**config.mk**
```make
export PLATFORM = sky130hd
export DESIGN_NAME = mpa_autoneg
export DESIGN_NICKNAME = d
export VERILOG_FILES = /design/src/design/mpa_pkg.sv /design/src/design/mpa_sync3.sv /design/src/design/mpa_timer.sv /design/src/design/mpa_autoneg.sv
export SDC_FILE = /design/constraint.sdc
export NUM_CORES = 1
export LEC_CHECK = 0
export BUFFER_PORTS_ARGS = -buffer_cell sky130_fd_sc_hd__buf_2
export CAP_MARGIN = 20
export CORE_MARGIN = 10
export CORE_UTILIZATION = 57
export DETAILED_ROUTE_END_ITERATION = 8
export PLACE_DENSITY = 0.8
export SYNTH_ARGS = -nofsm -noshare
export SYNTH_HDL_FRONTEND = slang
export SYNTH_SLANG_ARGS = --single-unit
```
**constraint.sdc**
```tcl
create_clock -name clk -period 3.6 [get_ports clk]
set_input_delay 0.72 -clock clk [delete_from_list [all_inputs] [get_ports clk]]
set_output_delay 0.72 -clock clk [all_outputs]
set_load 0.02 [all_outputs]
```
**src/design/mpa_pkg.sv**
```systemverilog
// package: register map, field layout and state codes of the negotiation block
package mpa_pkg;
  localparam int ADDR_W = 8;
  localparam int TIMER_W = 20;
  localparam int ABIL_W = 16;
  // byte offsets on the register bus
  localparam logic [7:0] OFF_SD_SETUP = 8'h00;
  localparam logic [7:0] OFF_LAYER_STATE = 8'h04;
  localparam logic [7:0] OFF_NEG_SETUP = 8'h08;
  localparam logic [7:0] OFF_NEG_TIMER = 8'h0c;
  localparam logic [7:0] OFF_NEG_REPORT = 8'h10;
  localparam logic [7:0] OFF_IRQ_STATUS = 8'h14;
  localparam logic [7:0] OFF_IRQ_MASK = 8'h18;
  // sig_detect_setup bits
  localparam int SD_USE_BIT = 0;
  localparam int SD_SENSE_BIT = 1;
  // negotiation_setup bits
  localparam int NS_ON_BIT = 0;
  localparam int NS_REDO_BIT = 1;
  localparam int NS_SWPRI_BIT = 2;
  localparam int NS_HYS_BIT = 3;
  localparam int NS_OFFER_LSB = 16;
  // negotiation_state_report bits
  localparam int NR_PAGE_BIT = 0;
  localparam int NR_EXCH_BIT = 1;
  localparam int NR_DONE_BIT = 2;
  localparam int NR_SYNC_BIT = 3;
  localparam int NR_STATE_LSB = 4;
  localparam int NR_PARTNER_LSB = 16;
  // irq status bits
  localparam int IRQ_W = 3;
  localparam int IRQ_PAGE = 0;
  localparam int IRQ_DONE = 1;
  localparam int IRQ_LOSS = 2;
  // reset values
  localparam logic [TIMER_W-1:0] TIMER_RST = 20'h0000a;
  localparam logic [ABIL_W-1:0] OFFER_RST = 16'h0001;
  typedef enum logic [2:0] {
    AN_IDLE = 3'h0,
    AN_SEND = 3'h1,
    AN_DETECT = 3'h3,
    AN_LINK_OK = 3'h2
  } mpa_an_state_t;
endpackage : mpa_pkg

```
**src/design/mpa_sync3.sv**
```systemverilog
// three-stage synchroniser that commits a change once stages two and three agree
`timescale 1ns/10ps
module mpa_sync3 (
  input wire logic clk,
  input wire logic nrst,
  input wire logic din,
  output logic dout
);
  typedef struct packed {
    logic [2:0] st;
    logic q;
  } mpa_sync_t;
  mpa_sync_t s_reg, s_next;
  always_comb begin
    s_next = s_reg;
    s_next.st = {s_reg.st[1:0], din};
    if (s_reg.st[1] == s_reg.st[2]) begin
      s_next.q = s_reg.st[2];
    end
  end
  always_ff @(posedge clk) begin
    if (!nrst) begin
      s_reg <= '0;
    end else begin
      s_reg <= s_next;
    end
  end
  assign dout = s_reg.q;
endmodule : mpa_sync3

```
**src/design/mpa_timer.sv**
```systemverilog
// down counter that pulses once a loaded period has elapsed
`timescale 1ns/10ps
module mpa_timer (
  input wire logic clk,
  input wire logic nrst,
  input wire logic start,
  input wire logic run,
  input wire logic [mpa_pkg::TIMER_W-1:0] period,
  output logic expired
);
  typedef struct packed {
    logic [mpa_pkg::TIMER_W-1:0] cnt;
    logic busy;
  } mpa_tmr_t;
  mpa_tmr_t t_reg, t_next;
  // a zero period is taken as one cycle so the state machine never stalls
  always_comb begin
    t_next = t_reg;
    expired = 1'b0;
    if (start) begin
      t_next.busy = 1'b1;
      t_next.cnt = (period == '0) ? mpa_pkg::TIMER_W'(1) : period;
    end else if (!run) begin
      t_next.busy = 1'b0;
    end else if (t_reg.busy) begin
      if (t_reg.cnt <= mpa_pkg::TIMER_W'(1)) begin
        expired = 1'b1;
        t_next.busy = 1'b0;
      end else begin
        t_next.cnt = t_reg.cnt - mpa_pkg::TIMER_W'(1);
      end
    end
  end
  always_ff @(posedge clk) begin
    if (!nrst) begin
      t_reg <= '0;
    end else begin
      t_reg <= t_next;
    end
  end
endmodule : mpa_timer

```
**src/design/mpa_autoneg.sv**
```systemverilog
// signal detect, block-lock watch and hardware-assisted negotiation with a wishbone slave
// How it works
// RQ1 - signal-detect pin is ignored unless sig_detect_use is one
// RQ2 - signal counts as present only when the pin equals sig_detect_level_sense
// RQ3 - in use and no signal present restarts negotiation
// RQ4 - read-only coding_aligned_status bit mirrors block lock
// RQ5 - negotiation runs only while negotiation_on is one
// RQ6 - writing negotiation_redo_pulse restarts negotiation from its start
// RQ7 - waiting periods are timed by a programmable link-timer field
// RQ8 - software should keep software_priority_choice at one
// RQ9 - local_offer_word is sent as our ability word
// RQ10 - partner word is stored readable and a sticky page flag set
// RQ11 - after exchange enter idle-detect and set exchange_finished_flag
// RQ12 - software then applies resets and speed from the negotiated abilities
// RQ13 - idle-detect moves to link-ok one link-timer period later
// RQ14 - negotiation_done rises when link-ok is reached
// RQ15 - without hysteresis lock loss fails sync and restarts at once
// RQ16 - with hysteresis fail only after lock low a whole link-timer period
// RQ17 - alignment_loss_delay_on resets to zero
// RQ18 - redo pulse clears itself once taken
// RQ19 - page flag stays set until written one, surviving restarts
//
// Decided for this implementation: the Wishbone slave port and the placing of the registers.
`timescale 1ns/10ps
module mpa_autoneg (
  input wire logic clk,
  input wire logic nrst,
  input wire logic wb_cyc_i,
  input wire logic wb_stb_i,
  input wire logic wb_we_i,
  input wire logic [mpa_pkg::ADDR_W-1:0] wb_adr_i,
  input wire logic [3:0] wb_sel_i,
  input wire logic [31:0] wb_dat_i,
  output logic [31:0] wb_dat_o,
  output logic wb_ack_o,
  output logic wb_err_o,
  input wire logic sig_detect_pin,
  input wire logic block_lock,
  input wire logic partner_valid,
  input wire logic [mpa_pkg::ABIL_W-1:0] partner_word,
  output logic [mpa_pkg::ABIL_W-1:0] tx_offer_word,
  output logic tx_offer_valid,
  output logic link_ok,
  output logic irq
);
  typedef struct packed {
    logic sd_use;
    logic sd_sense;
    logic neg_on;
    logic redo;
    logic sw_pri;
    logic hys_on;
    logic [mpa_pkg::ABIL_W-1:0] offer;
    logic [mpa_pkg::TIMER_W-1:0] timer;
    logic [mpa_pkg::ABIL_W-1:0] partner;
    logic exch_fin;
    logic done;
    logic sync_ok;
    mpa_pkg::mpa_an_state_t st;
    logic [mpa_pkg::IRQ_W-1:0] irq_stat;
    logic [mpa_pkg::IRQ_W-1:0] irq_mask;
    logic ack;
    logic err;
    logic [31:0] rdata;
    logic [mpa_pkg::ABIL_W-1:0] tx_word;
    logic tx_val;
    logic lnk;
    logic irq_q;
    logic hys_run;
  } mpa_state_t;

  mpa_state_t r_reg, r_next;
  logic sd_sync;
  logic lock_sync;
  logic tmr_start;
  logic tmr_run;
  logic tmr_exp;
  logic hys_exp;
  logic sig_present;
  logic restart;
  logic lock_fail;
  logic req;
  logic wr;
  logic [1:0] pin_raw;
  logic [1:0] pin_sync;

  // pin inputs cross into clk through four flops each; bit 0 detect, bit 1 lock
  assign pin_raw = {block_lock, sig_detect_pin};
  for (genvar i = 0; i < 2; i++) begin : g_pin_sync
    mpa_sync3 u_sync (
      .clk(clk),
      .nrst(nrst),
      .din(pin_raw[i]),
      .dout(pin_sync[i])
    );
  end
  assign sd_sync = pin_sync[0];
  assign lock_sync = pin_sync[1];

  // one timer paces the state machine, a second times the lock-loss hold-off
  mpa_timer u_an_timer (
    .clk(clk),
    .nrst(nrst),
    .start(tmr_start),
    .run(tmr_run),
    .period(r_reg.timer),
    .expired(tmr_exp)
  );
  mpa_timer u_hys_timer (
    .clk(clk),
    .nrst(nrst),
    .start(lock_sync == 1'b0 && !r_reg.hys_run),
    .run(!lock_sync),
    .period(r_reg.timer),
    .expired(hys_exp)
  );

  function automatic logic [3:0] bytes_of(input logic [3:0] sel);
    bytes_of = sel;
  endfunction : bytes_of

  function automatic logic [31:0] merge(input logic [31:0] old, input logic [31:0] nw,
                                        input logic [3:0] sel);
    logic [31:0] res;
    res = old;
    for (int i = 0; i < 4; i++) begin
      if (sel[i]) begin
        res[i*8 +: 8] = nw[i*8 +: 8];
      end
    end
    merge = res;
  endfunction : merge

  always_comb begin
    logic [31:0] w;
    logic [mpa_pkg::IRQ_W-1:0] ev;
    logic [mpa_pkg::IRQ_W-1:0] clr;
    w = '0;
    ev = '0;
    clr = '0;
    r_next = r_reg;
    tmr_start = 1'b0;
    req = wb_cyc_i && wb_stb_i && !r_reg.ack && !r_reg.err;
    wr = req && wb_we_i;

    sig_present = !r_reg.sd_use || (sd_sync == r_reg.sd_sense); // RQ1 RQ2
    // lock loss fails sync at once, or after a full timer period of low lock
    // with hysteresis a failed sync keeps negotiation held until lock returns
    lock_fail = r_reg.hys_on ? (hys_exp || (!r_reg.sync_ok && !lock_sync)) : !lock_sync; // RQ15 RQ16
    restart = !sig_present || lock_fail || r_reg.redo; // RQ3 RQ6

    r_next.hys_run = !lock_sync;
    if (lock_fail) begin
      r_next.sync_ok = 1'b0; // RQ15 RQ16
    end else if (lock_sync) begin
      r_next.sync_ok = 1'b1;
    end

    // negotiation state machine
    tmr_run = r_reg.st == mpa_pkg::AN_DETECT;
    if (!r_reg.neg_on) begin // RQ5
      r_next.st = mpa_pkg::AN_IDLE;
      r_next.exch_fin = 1'b0;
      r_next.done = 1'b0;
    end else if (restart) begin
      r_next.st = mpa_pkg::AN_SEND; // RQ6
      r_next.exch_fin = 1'b0;
      r_next.done = 1'b0;
      r_next.redo = 1'b0; // RQ18
    end else begin
      unique case (r_reg.st)
        mpa_pkg::AN_IDLE: begin
          r_next.st = mpa_pkg::AN_SEND;
        end
        mpa_pkg::AN_SEND: begin
          if (partner_valid) begin
            r_next.partner = partner_word; // RQ10
            ev[mpa_pkg::IRQ_PAGE] = 1'b1; // RQ10
            r_next.exch_fin = 1'b1; // RQ11
            r_next.st = mpa_pkg::AN_DETECT; // RQ11
            tmr_start = 1'b1; // RQ7
          end
        end
        mpa_pkg::AN_DETECT: begin
          if (tmr_exp) begin
            r_next.st = mpa_pkg::AN_LINK_OK; // RQ13
            r_next.done = 1'b1; // RQ14
            ev[mpa_pkg::IRQ_DONE] = 1'b1;
          end
        end
        mpa_pkg::AN_LINK_OK: begin
          r_next.done = 1'b1; // RQ14
        end
      endcase
    end
    if (lock_fail && r_reg.sync_ok) begin
      ev[mpa_pkg::IRQ_LOSS] = 1'b1;
    end

    r_next.tx_word = r_reg.offer; // RQ9
    r_next.tx_val = r_reg.neg_on && r_next.st == mpa_pkg::AN_SEND;
    r_next.lnk = r_next.st == mpa_pkg::AN_LINK_OK;

    // wishbone classic slave: one-cycle answer, ack dropped the cycle after
    r_next.ack = 1'b0;
    r_next.err = 1'b0;
    r_next.rdata = '0;
    if (req) begin
      r_next.ack = 1'b1;
      unique case (wb_adr_i)
        mpa_pkg::OFF_SD_SETUP: begin
          w[mpa_pkg::SD_USE_BIT] = r_reg.sd_use;
          w[mpa_pkg::SD_SENSE_BIT] = r_reg.sd_sense;
          if (wr) begin
            w = merge(w, wb_dat_i, bytes_of(wb_sel_i));
            r_next.sd_use = w[mpa_pkg::SD_USE_BIT];
            r_next.sd_sense = w[mpa_pkg::SD_SENSE_BIT];
          end
        end
        mpa_pkg::OFF_LAYER_STATE: begin
          w[0] = lock_sync; // RQ4
        end
        mpa_pkg::OFF_NEG_SETUP: begin
          w[mpa_pkg::NS_ON_BIT] = r_reg.neg_on;
          w[mpa_pkg::NS_REDO_BIT] = r_reg.redo;
          w[mpa_pkg::NS_SWPRI_BIT] = r_reg.sw_pri; // RQ8
          w[mpa_pkg::NS_HYS_BIT] = r_reg.hys_on;
          w[mpa_pkg::NS_OFFER_LSB +: mpa_pkg::ABIL_W] = r_reg.offer;
          if (wr) begin
            w = merge(w, wb_dat_i, bytes_of(wb_sel_i));
            r_next.neg_on = w[mpa_pkg::NS_ON_BIT];
            r_next.redo = w[mpa_pkg::NS_REDO_BIT]; // RQ6
            r_next.sw_pri = w[mpa_pkg::NS_SWPRI_BIT];
            r_next.hys_on = w[mpa_pkg::NS_HYS_BIT];
            r_next.offer = w[mpa_pkg::NS_OFFER_LSB +: mpa_pkg::ABIL_W]; // RQ9
          end
        end
        mpa_pkg::OFF_NEG_TIMER: begin
          w[mpa_pkg::TIMER_W-1:0] = r_reg.timer;
          if (wr) begin
            w = merge(w, wb_dat_i, bytes_of(wb_sel_i));
            r_next.timer = w[mpa_pkg::TIMER_W-1:0]; // RQ7
          end
        end
        mpa_pkg::OFF_NEG_REPORT: begin
          w[mpa_pkg::NR_PAGE_BIT] = r_reg.irq_stat[mpa_pkg::IRQ_PAGE]; // RQ19
          w[mpa_pkg::NR_EXCH_BIT] = r_reg.exch_fin;
          w[mpa_pkg::NR_DONE_BIT] = r_reg.done;
          w[mpa_pkg::NR_SYNC_BIT] = r_reg.sync_ok;
          w[mpa_pkg::NR_STATE_LSB +: 3] = r_reg.st;
          w[mpa_pkg::NR_PARTNER_LSB +: mpa_pkg::ABIL_W] = r_reg.partner; // RQ10
        end
        mpa_pkg::OFF_IRQ_STATUS: begin
          w[mpa_pkg::IRQ_W-1:0] = r_reg.irq_stat;
          if (wr && wb_sel_i[0]) begin
            clr = wb_dat_i[mpa_pkg::IRQ_W-1:0];
          end
        end
        mpa_pkg::OFF_IRQ_MASK: begin
          w[mpa_pkg::IRQ_W-1:0] = r_reg.irq_mask;
          if (wr && wb_sel_i[0]) begin
            r_next.irq_mask = wb_dat_i[mpa_pkg::IRQ_W-1:0];
          end
        end
        default: begin
          r_next.ack = 1'b0;
          r_next.err = 1'b1;
        end
      endcase
      if (!wb_we_i) begin
        r_next.rdata = w;
      end
    end

    // sticky events: a new event wins over a same-cycle clear
    r_next.irq_stat = (r_reg.irq_stat & ~clr) | ev; // RQ19
    r_next.irq_q = |(r_next.irq_stat & r_next.irq_mask);
  end

  always_ff @(posedge clk) begin
    if (!nrst) begin
      r_reg <= '0;
      r_reg.timer <= mpa_pkg::TIMER_RST;
      r_reg.offer <= mpa_pkg::OFFER_RST;
      r_reg.sw_pri <= 1'b1;
      r_reg.hys_on <= 1'b0; // RQ17
      r_reg.st <= mpa_pkg::AN_IDLE;
    end else begin
      r_reg <= r_next;
    end
  end

  assign wb_dat_o = r_reg.rdata;
  assign wb_ack_o = r_reg.ack;
  assign wb_err_o = r_reg.err;
  assign tx_offer_word = r_reg.tx_word;
  assign tx_offer_valid = r_reg.tx_val;
  assign link_ok = r_reg.lnk;
  assign irq = r_reg.irq_q;
endmodule : mpa_autoneg

```
Yosys cells after proc, flatten, opt, wreduce, memory -nomap -nowiden
Index checks and enable logic that the tools add are counted.
- memory bits (read-only): 0
- bits in latches: 0
- memories kept: 0
- bits of input ports: 68
- bits in registers: 174
- logic and storage cells: 175
- bits in writable memories: 0
- output and inout bits: 53
- reductions and logical operators: 42
- eq/ne operators: 18
- $add $sub $neg: 2
- mux-type cells: 71
- $mul: 0
- divide/modulo/power cells: 0
- bitwise logic cells: 9
- shift-type cells: 0
- $lt $le $gt $ge: 2
- operator list (kind ; count):
    20-bit two-way mux ; 7
    32-bit two-way mux ; 4
    21-bit two-way mux ; 4
    8-bit two-way mux ; 10
    16-bit one-hot mux with 4 select lines ; 1
    20-bit by 1-bit <= comparator with 1-bit output (second input constant) ; 2
    20-bit by 1-bit subtractor with 20-bit output (second input constant) ; 2
    39-bit two-way mux ; 1
    19-bit two-way mux ; 2
    37-bit two-way mux ; 1
    3-bit two-way mux ; 9
    9-bit one-hot mux with 3 select lines ; 1
    8-bit by 5-bit == test with 1-bit output (second input constant) ; 3
    1-bit two-way mux ; 23
    20-bit logical NOT ; 1
    8-bit by 4-bit == test with 1-bit output (second input constant) ; 2
    4-bit one-hot mux with 4 select lines ; 1
    3-bit AND reduction ; 5
    2-bit one-hot mux with 6 select lines ; 1
    3-bit by 2-bit == test with 1-bit output (second input constant) ; 3
    1-bit logical AND ; 9
    3-bit one-hot mux with 3 select lines ; 1
    3-bit OR reduction ; 3
    8-bit by 3-bit == test with 1-bit output (second input constant) ; 1
    20 further kinds ; 47

Logic depth before layout (Yosys ltp)
- word-level depth: 19
- depth in mapped cells: 10
- mapped depth without buffers: 8

Cells and area by module
From an unflattened synthesis, not the netlist that was laid out.
- cells, all modules: 982
- area total of the unflattened synthesis: 8503.2 um^2
- modules (own cells, without submodules) (module ; times used ; cells an instance ; area an instance (um^2) ; seq. area each (um^2)):
    mpa_autoneg ; 1 ; 614 ; 5570.3 ; 2482.4
    mpa_timer ; 2 ; 174 ; 1350.0 ; 420.4
    mpa_sync3 ; 2 ; 10 ; 116.4 ; 80.1

Worst setup path before layout
Ideal clock, no wire load.
- kind: input to register
- start point: in wb_adr_i[5] (netlist bit)
- end point: reg r_reg (netlist bit irq)
- arrival time: 2.687 ns
- library setup time: 0.131 ns
- buffers on the path: 2
- data required time: 3.469 ns
- cell stages on the path: 8
- path slack: 0.782 ns
- cells stage by stage: or4_1 > buf_2 > or2_1 > buf_6 > or4_4 > mux2_4 > o211ai_2 > o311ai_1
- word-level cells in the longest chain between the ends: 8
- elaborated cells on any way between the ends: 11
- classes of those cells: 2 x eq/ne; 4 x mux; 4 x bitwise; 1 x reduce/logical
- ends and longest elaborated chain (element ; RTL line ; RTL):
    from (decl) ; mpa_autoneg.sv:31 ; input wire logic [mpa_pkg::ADDR_W-1:0] wb_adr_i,
    8-bit by 5-bit == test with 1-bit output ; mpa_autoneg.sv:210 ; unique case (wb_adr_i)
    3-bit two-way mux ; mpa_autoneg.sv:210 ;
    3-bit two-way mux ; mpa_autoneg.sv:208 ; if (req) begin
    3-bit NOT ; mpa_autoneg.sv:276 ; r_next.irq_stat = (r_reg.irq_stat & ~clr) | ev;
    3-bit AND ; mpa_autoneg.sv:276 ;
    3-bit bitwise OR ; mpa_autoneg.sv:276 ;
    3-bit AND (*) ; mpa_autoneg.sv:277 ; r_next.irq_q = |(r_next.irq_stat & r_next.irq_mask);
    3-bit OR reduction (*) ; mpa_autoneg.sv:277 ;
    to (signal assigned) ; mpa_autoneg.sv:289 ; r_reg <= r_next;
    to (decl) ; mpa_autoneg.sv:72 ; mpa_state_t r_reg, r_next;
Every way passes the cells marked *; elsewhere a longest branch is shown, timed or not.
A chain may end at the register's enable or synchronous reset.

Final worst setup path
- start point: reg u_hys_timer.t_reg[11] (netlist bit)
- end point: reg r_reg[68] (netlist bit)
- word-level cells in the longest chain between the ends: 11
- ends and longest elaborated chain (element ; RTL line ; RTL):
    from (decl) ; mpa_timer.sv:15 ; mpa_tmr_t t_reg, t_next;
    from (signal assigned) ; mpa_timer.sv:38 ; t_reg <= t_next;
    20-bit by 1-bit <= comparator with 1-bit output ; mpa_timer.sv:26 ; if (t_reg.cnt <= mpa_pkg::TIMER_W'(1)) begin
    1-bit two-way mux ; mpa_timer.sv:26 ;
    1-bit two-way mux ; mpa_timer.sv:25 ; end else if (t_reg.busy) begin
    1-bit two-way mux ; mpa_timer.sv:23 ; end else if (!run) begin
    1-bit two-way mux ; mpa_timer.sv:20 ; if (start) begin
    1-bit logical OR ; mpa_autoneg.sv:149 ; lock_fail = r_reg.hys_on ? (hys_exp || (!r_reg.sync_ok && !lock_sync)) : !lock_sync;
    1-bit two-way mux ; mpa_autoneg.sv:149 ;
    1-bit logical OR (2 in series) ; mpa_autoneg.sv:150 ; restart = !sig_present || lock_fail || r_reg.redo;
    1-bit NOT (no line) ; n/a ;
    4-bit AND reduction (no line) ; n/a ;
Every way passes these cells.

==> impl_metrics.toml <==
[global_route]
grt_max_degree = 42
grt_use_total = 0.227
grt_pass1_wl_mm = 34.7
overflow = 0
grt_pass1_vias = 6830
antenna_found_initial = 0

[worst_setup_path]
worstReg2RegStart = "u_hys_timer.t_reg[11]$_SDFFE_PN0P_"
end_kind = "flop"
r2r_cells = 7
cp_slowest_cell = "nand2_1"
worstPathCellList = "nor4_1 -> nand4b_1 -> o41a_1 -> nand2_1 -> buf_4 -> nand2_1 -> a21oi_1"
cp_top_family = "simple AND/OR/NAND/NOR gates"
timing_worst_setup_path_type = "reg -> reg"
crit_path_frequent_cell = "nand2_1"
ff2ff_setup_slack_ps = 720
slowest_delay_ps = 540
required_ps = 3960
reg2reg_to = "r_reg[68]$_SDFFE_PN0P_"
worstPathMaxFanout = 18
arrival_ps = 3240
worst-path-buf-inv = 1
cp-start-kind = "flop"

[synthesis]
async_reset_ff_frac = 0
syn_avg_cell_area_um2 = 8.22
synth_edf_count = 0
ys_seq_area_frac = 0.440
ys_warn_count = 0
synth_top_area_cell = "dfxtp_1"
synth_top_area_frac = 0.440
synth_most_common_cell = "dfxtp_1"
synth_nets = 1035
postSynthCellCount = 963
synth_common_cells = "dfxtp_1 (174), nand2_1 (140), a21oi_1 (111)"
synthTopCellsByArea = "dfxtp_1 (44%), a21oi_1 (7.0%), nand2_1 (6.6%), buf_4 (4.6%), nor2_1 (4.2%)"
ys_seq_elements = 174
syn_area_um2 = 7920
synth-main-ff-cell = "dfxtp_1"
synth_cell_types = 69

[clocking]
clock_sinks = 174
clock_path_buffers = 2
clk_latency_ps = 440
clockRootBuffer = "clkbuf_16"
htreeDepth = 4
cts_setup_buffers = 0
cts_hold_buf = 0
numCtsBuffers = 17
cts_resized = 0
clkTransAtPathRegs_ps = 70
cts_tree = "yes"

[hold_path]
hold_path_end = "g_pin_sync[1].u_sync.s_next[3]$_SDFF_PN0_"
hp-class = "reg -> reg"
hold_path.startpoint = "g_pin_sync[1].u_sync.s_next[2]$_SDFF_PN0_"
hold_path_depth = 1

[finish]
fin_area_um2 = 8950
seq_area_um2 = 3480
fillers = 1162
area_delta_synth_final_pct = 13.1
n_antenna_cell = 0
fin_nets = 1098
multi_input_area_um2 = 3830
largest_reg_flops = 55
drive_gt1_frac = 0.194

[run]
drv_cap = 0

[power]
ir_drop_v = 0.000318
fin_total_pwr_w = 0.00406
power_leakage_nw = 3.38
power_density_nw_per_um2 = 453

[placement]
gp_congestion = 0.922
port_buffers = 120
placed_area_um2 = 8360
detailed_place_hpwl_mm = 15.9
dp_slack_ps = 531

[timing]
fin_tns_setup_ps = 0
hold_viol = 0
final.hold.worst_slack_ps = 439
rsz0062_at_grt = "no"
setup_viol = 0
min_period_ps = 2880
fmax_ghz = 0.348
slew_violations = 0
timing.final.ws_setup_ps = 723
relSlewSlack = 0.281
fin_crit_sh = 0.799
fin_skew_ps = 9.97
tightest_slew_ps = 1070

[floorplanning]
fp.dieH_um = 138
die_x_um = 138
dieArea_um2 = 19000
io_pins = 121
fp.coreArea_um2 = 13700
start_util = 0.577
rows = 43

[drt]
routedWlPerCell_um = 18.1
viasPerCell = 6.11
drt_pass1_iterations = 6
num_vias = 7446
wl_mm = 22.1
drt_iter0_drc = 808
antenna_left = 0
drc = 0

[status]
status = "finished clean"
[layout make-up]
| class | instances | area share |
|---|---|---|
| Timing Repair Buffer | 142 | 0.0869 |
| Tap cell | 180 | 0.0252 |
| Multi-Input combinational cell | 679 | 0.428 |
| Inverter | 12 | 0.00503 |
| Clock buffer | 18 | 0.0491 |
| Sequential cell | 174 | 0.389 |
| Clock inverter | 14 | 0.0171 |
[stage by stage]
stage / cells / util
after CTS: 1219 / 0.652
after global placement: 1187 / 0.609
after floorplan: 963 / -
after detailed placement: 1187 / 0.609
final: 1219 / 0.652
after global routing: 1219 / 0.652
[worst max-delay path by stage]
stage,slack (ps),cells after the start,from,endpoint
after floorplan,780,8,wb_adr_i[5],irq$_SDFF_PN0_
after global placement,560,8,wb_adr_i[5],wb_dat_o[8]$_SDFF_PP0_
after detailed placement,530,8,wb_adr_i[5],wb_dat_o[15]$_SDFF_PP0_
after CTS,780,7,u_hys_timer.t_reg[11]$_SDFFE_PN0P_,r_reg[68]$_SDFFE_PN0P_
after global routing,520,7,u_hys_timer.t_reg[11]$_SDFFE_PN0P_,r_reg[68]$_SDFFE_PN0P_
final,720,7,u_hys_timer.t_reg[11]$_SDFFE_PN0P_,r_reg[68]$_SDFFE_PN0P_
[power by group]
part / switching (W) / leakage (nW) / internal [W] / total [W]
sequential: 0.0000181 / 1.41 / 0.00194 / 0.00196
combinational: 0.000165 / 1.69 / 0.000102 / 0.000266
clock: 0.000835 / 0.286 / 0.000998 / 0.00183
[logic make-up after synthesis]
kind of cell	after synthesis	share of synthesized area
DFF	174	0.440
buffers and inverters	110	0.0774
adders and majority gates	4	0.00632
AOI/OAI and AO/OA	270	0.209
and+or+nand+nor	380	0.235
xor gates and xnor gates	7	0.00774
muxes	18	0.0242
[cell usage in the layout, fill, tap and decap left out, types with 5 or more instances in the layout]
cell type / n
buf_2: 120
buf_4: 21
a21oi_1: 111
a31oi_1: 13
inv_1: 11
mux2i_1: 12
or4_1: 8
a22oi_1: 31
nand3_1: 22
nand2_1: 140
o21a_1: 5
nand4b_1: 7
nor2_1: 88
a211oi_1: 8
o211ai_1: 5
nor4_1: 15
clkbuf_16: 17
nor2b_1: 6
and2_1: 27
a32oi_1: 6
nand4_1: 7
o21ai_0: 57
mux2_2: 5
dfxtp_1: 174
nor3_1: 21
or3_1: 6
[per-layer routing]
layer	global-route usage	share of wire	up-vias
met5	0	0	-
met4	0.0881	0.021	0
met3	0.0464	0.078	44
met2	0.350	0.47	321
met1	0.304	0.43	3568
li1	-	-	3513
(Power assumes the default switching activity.)
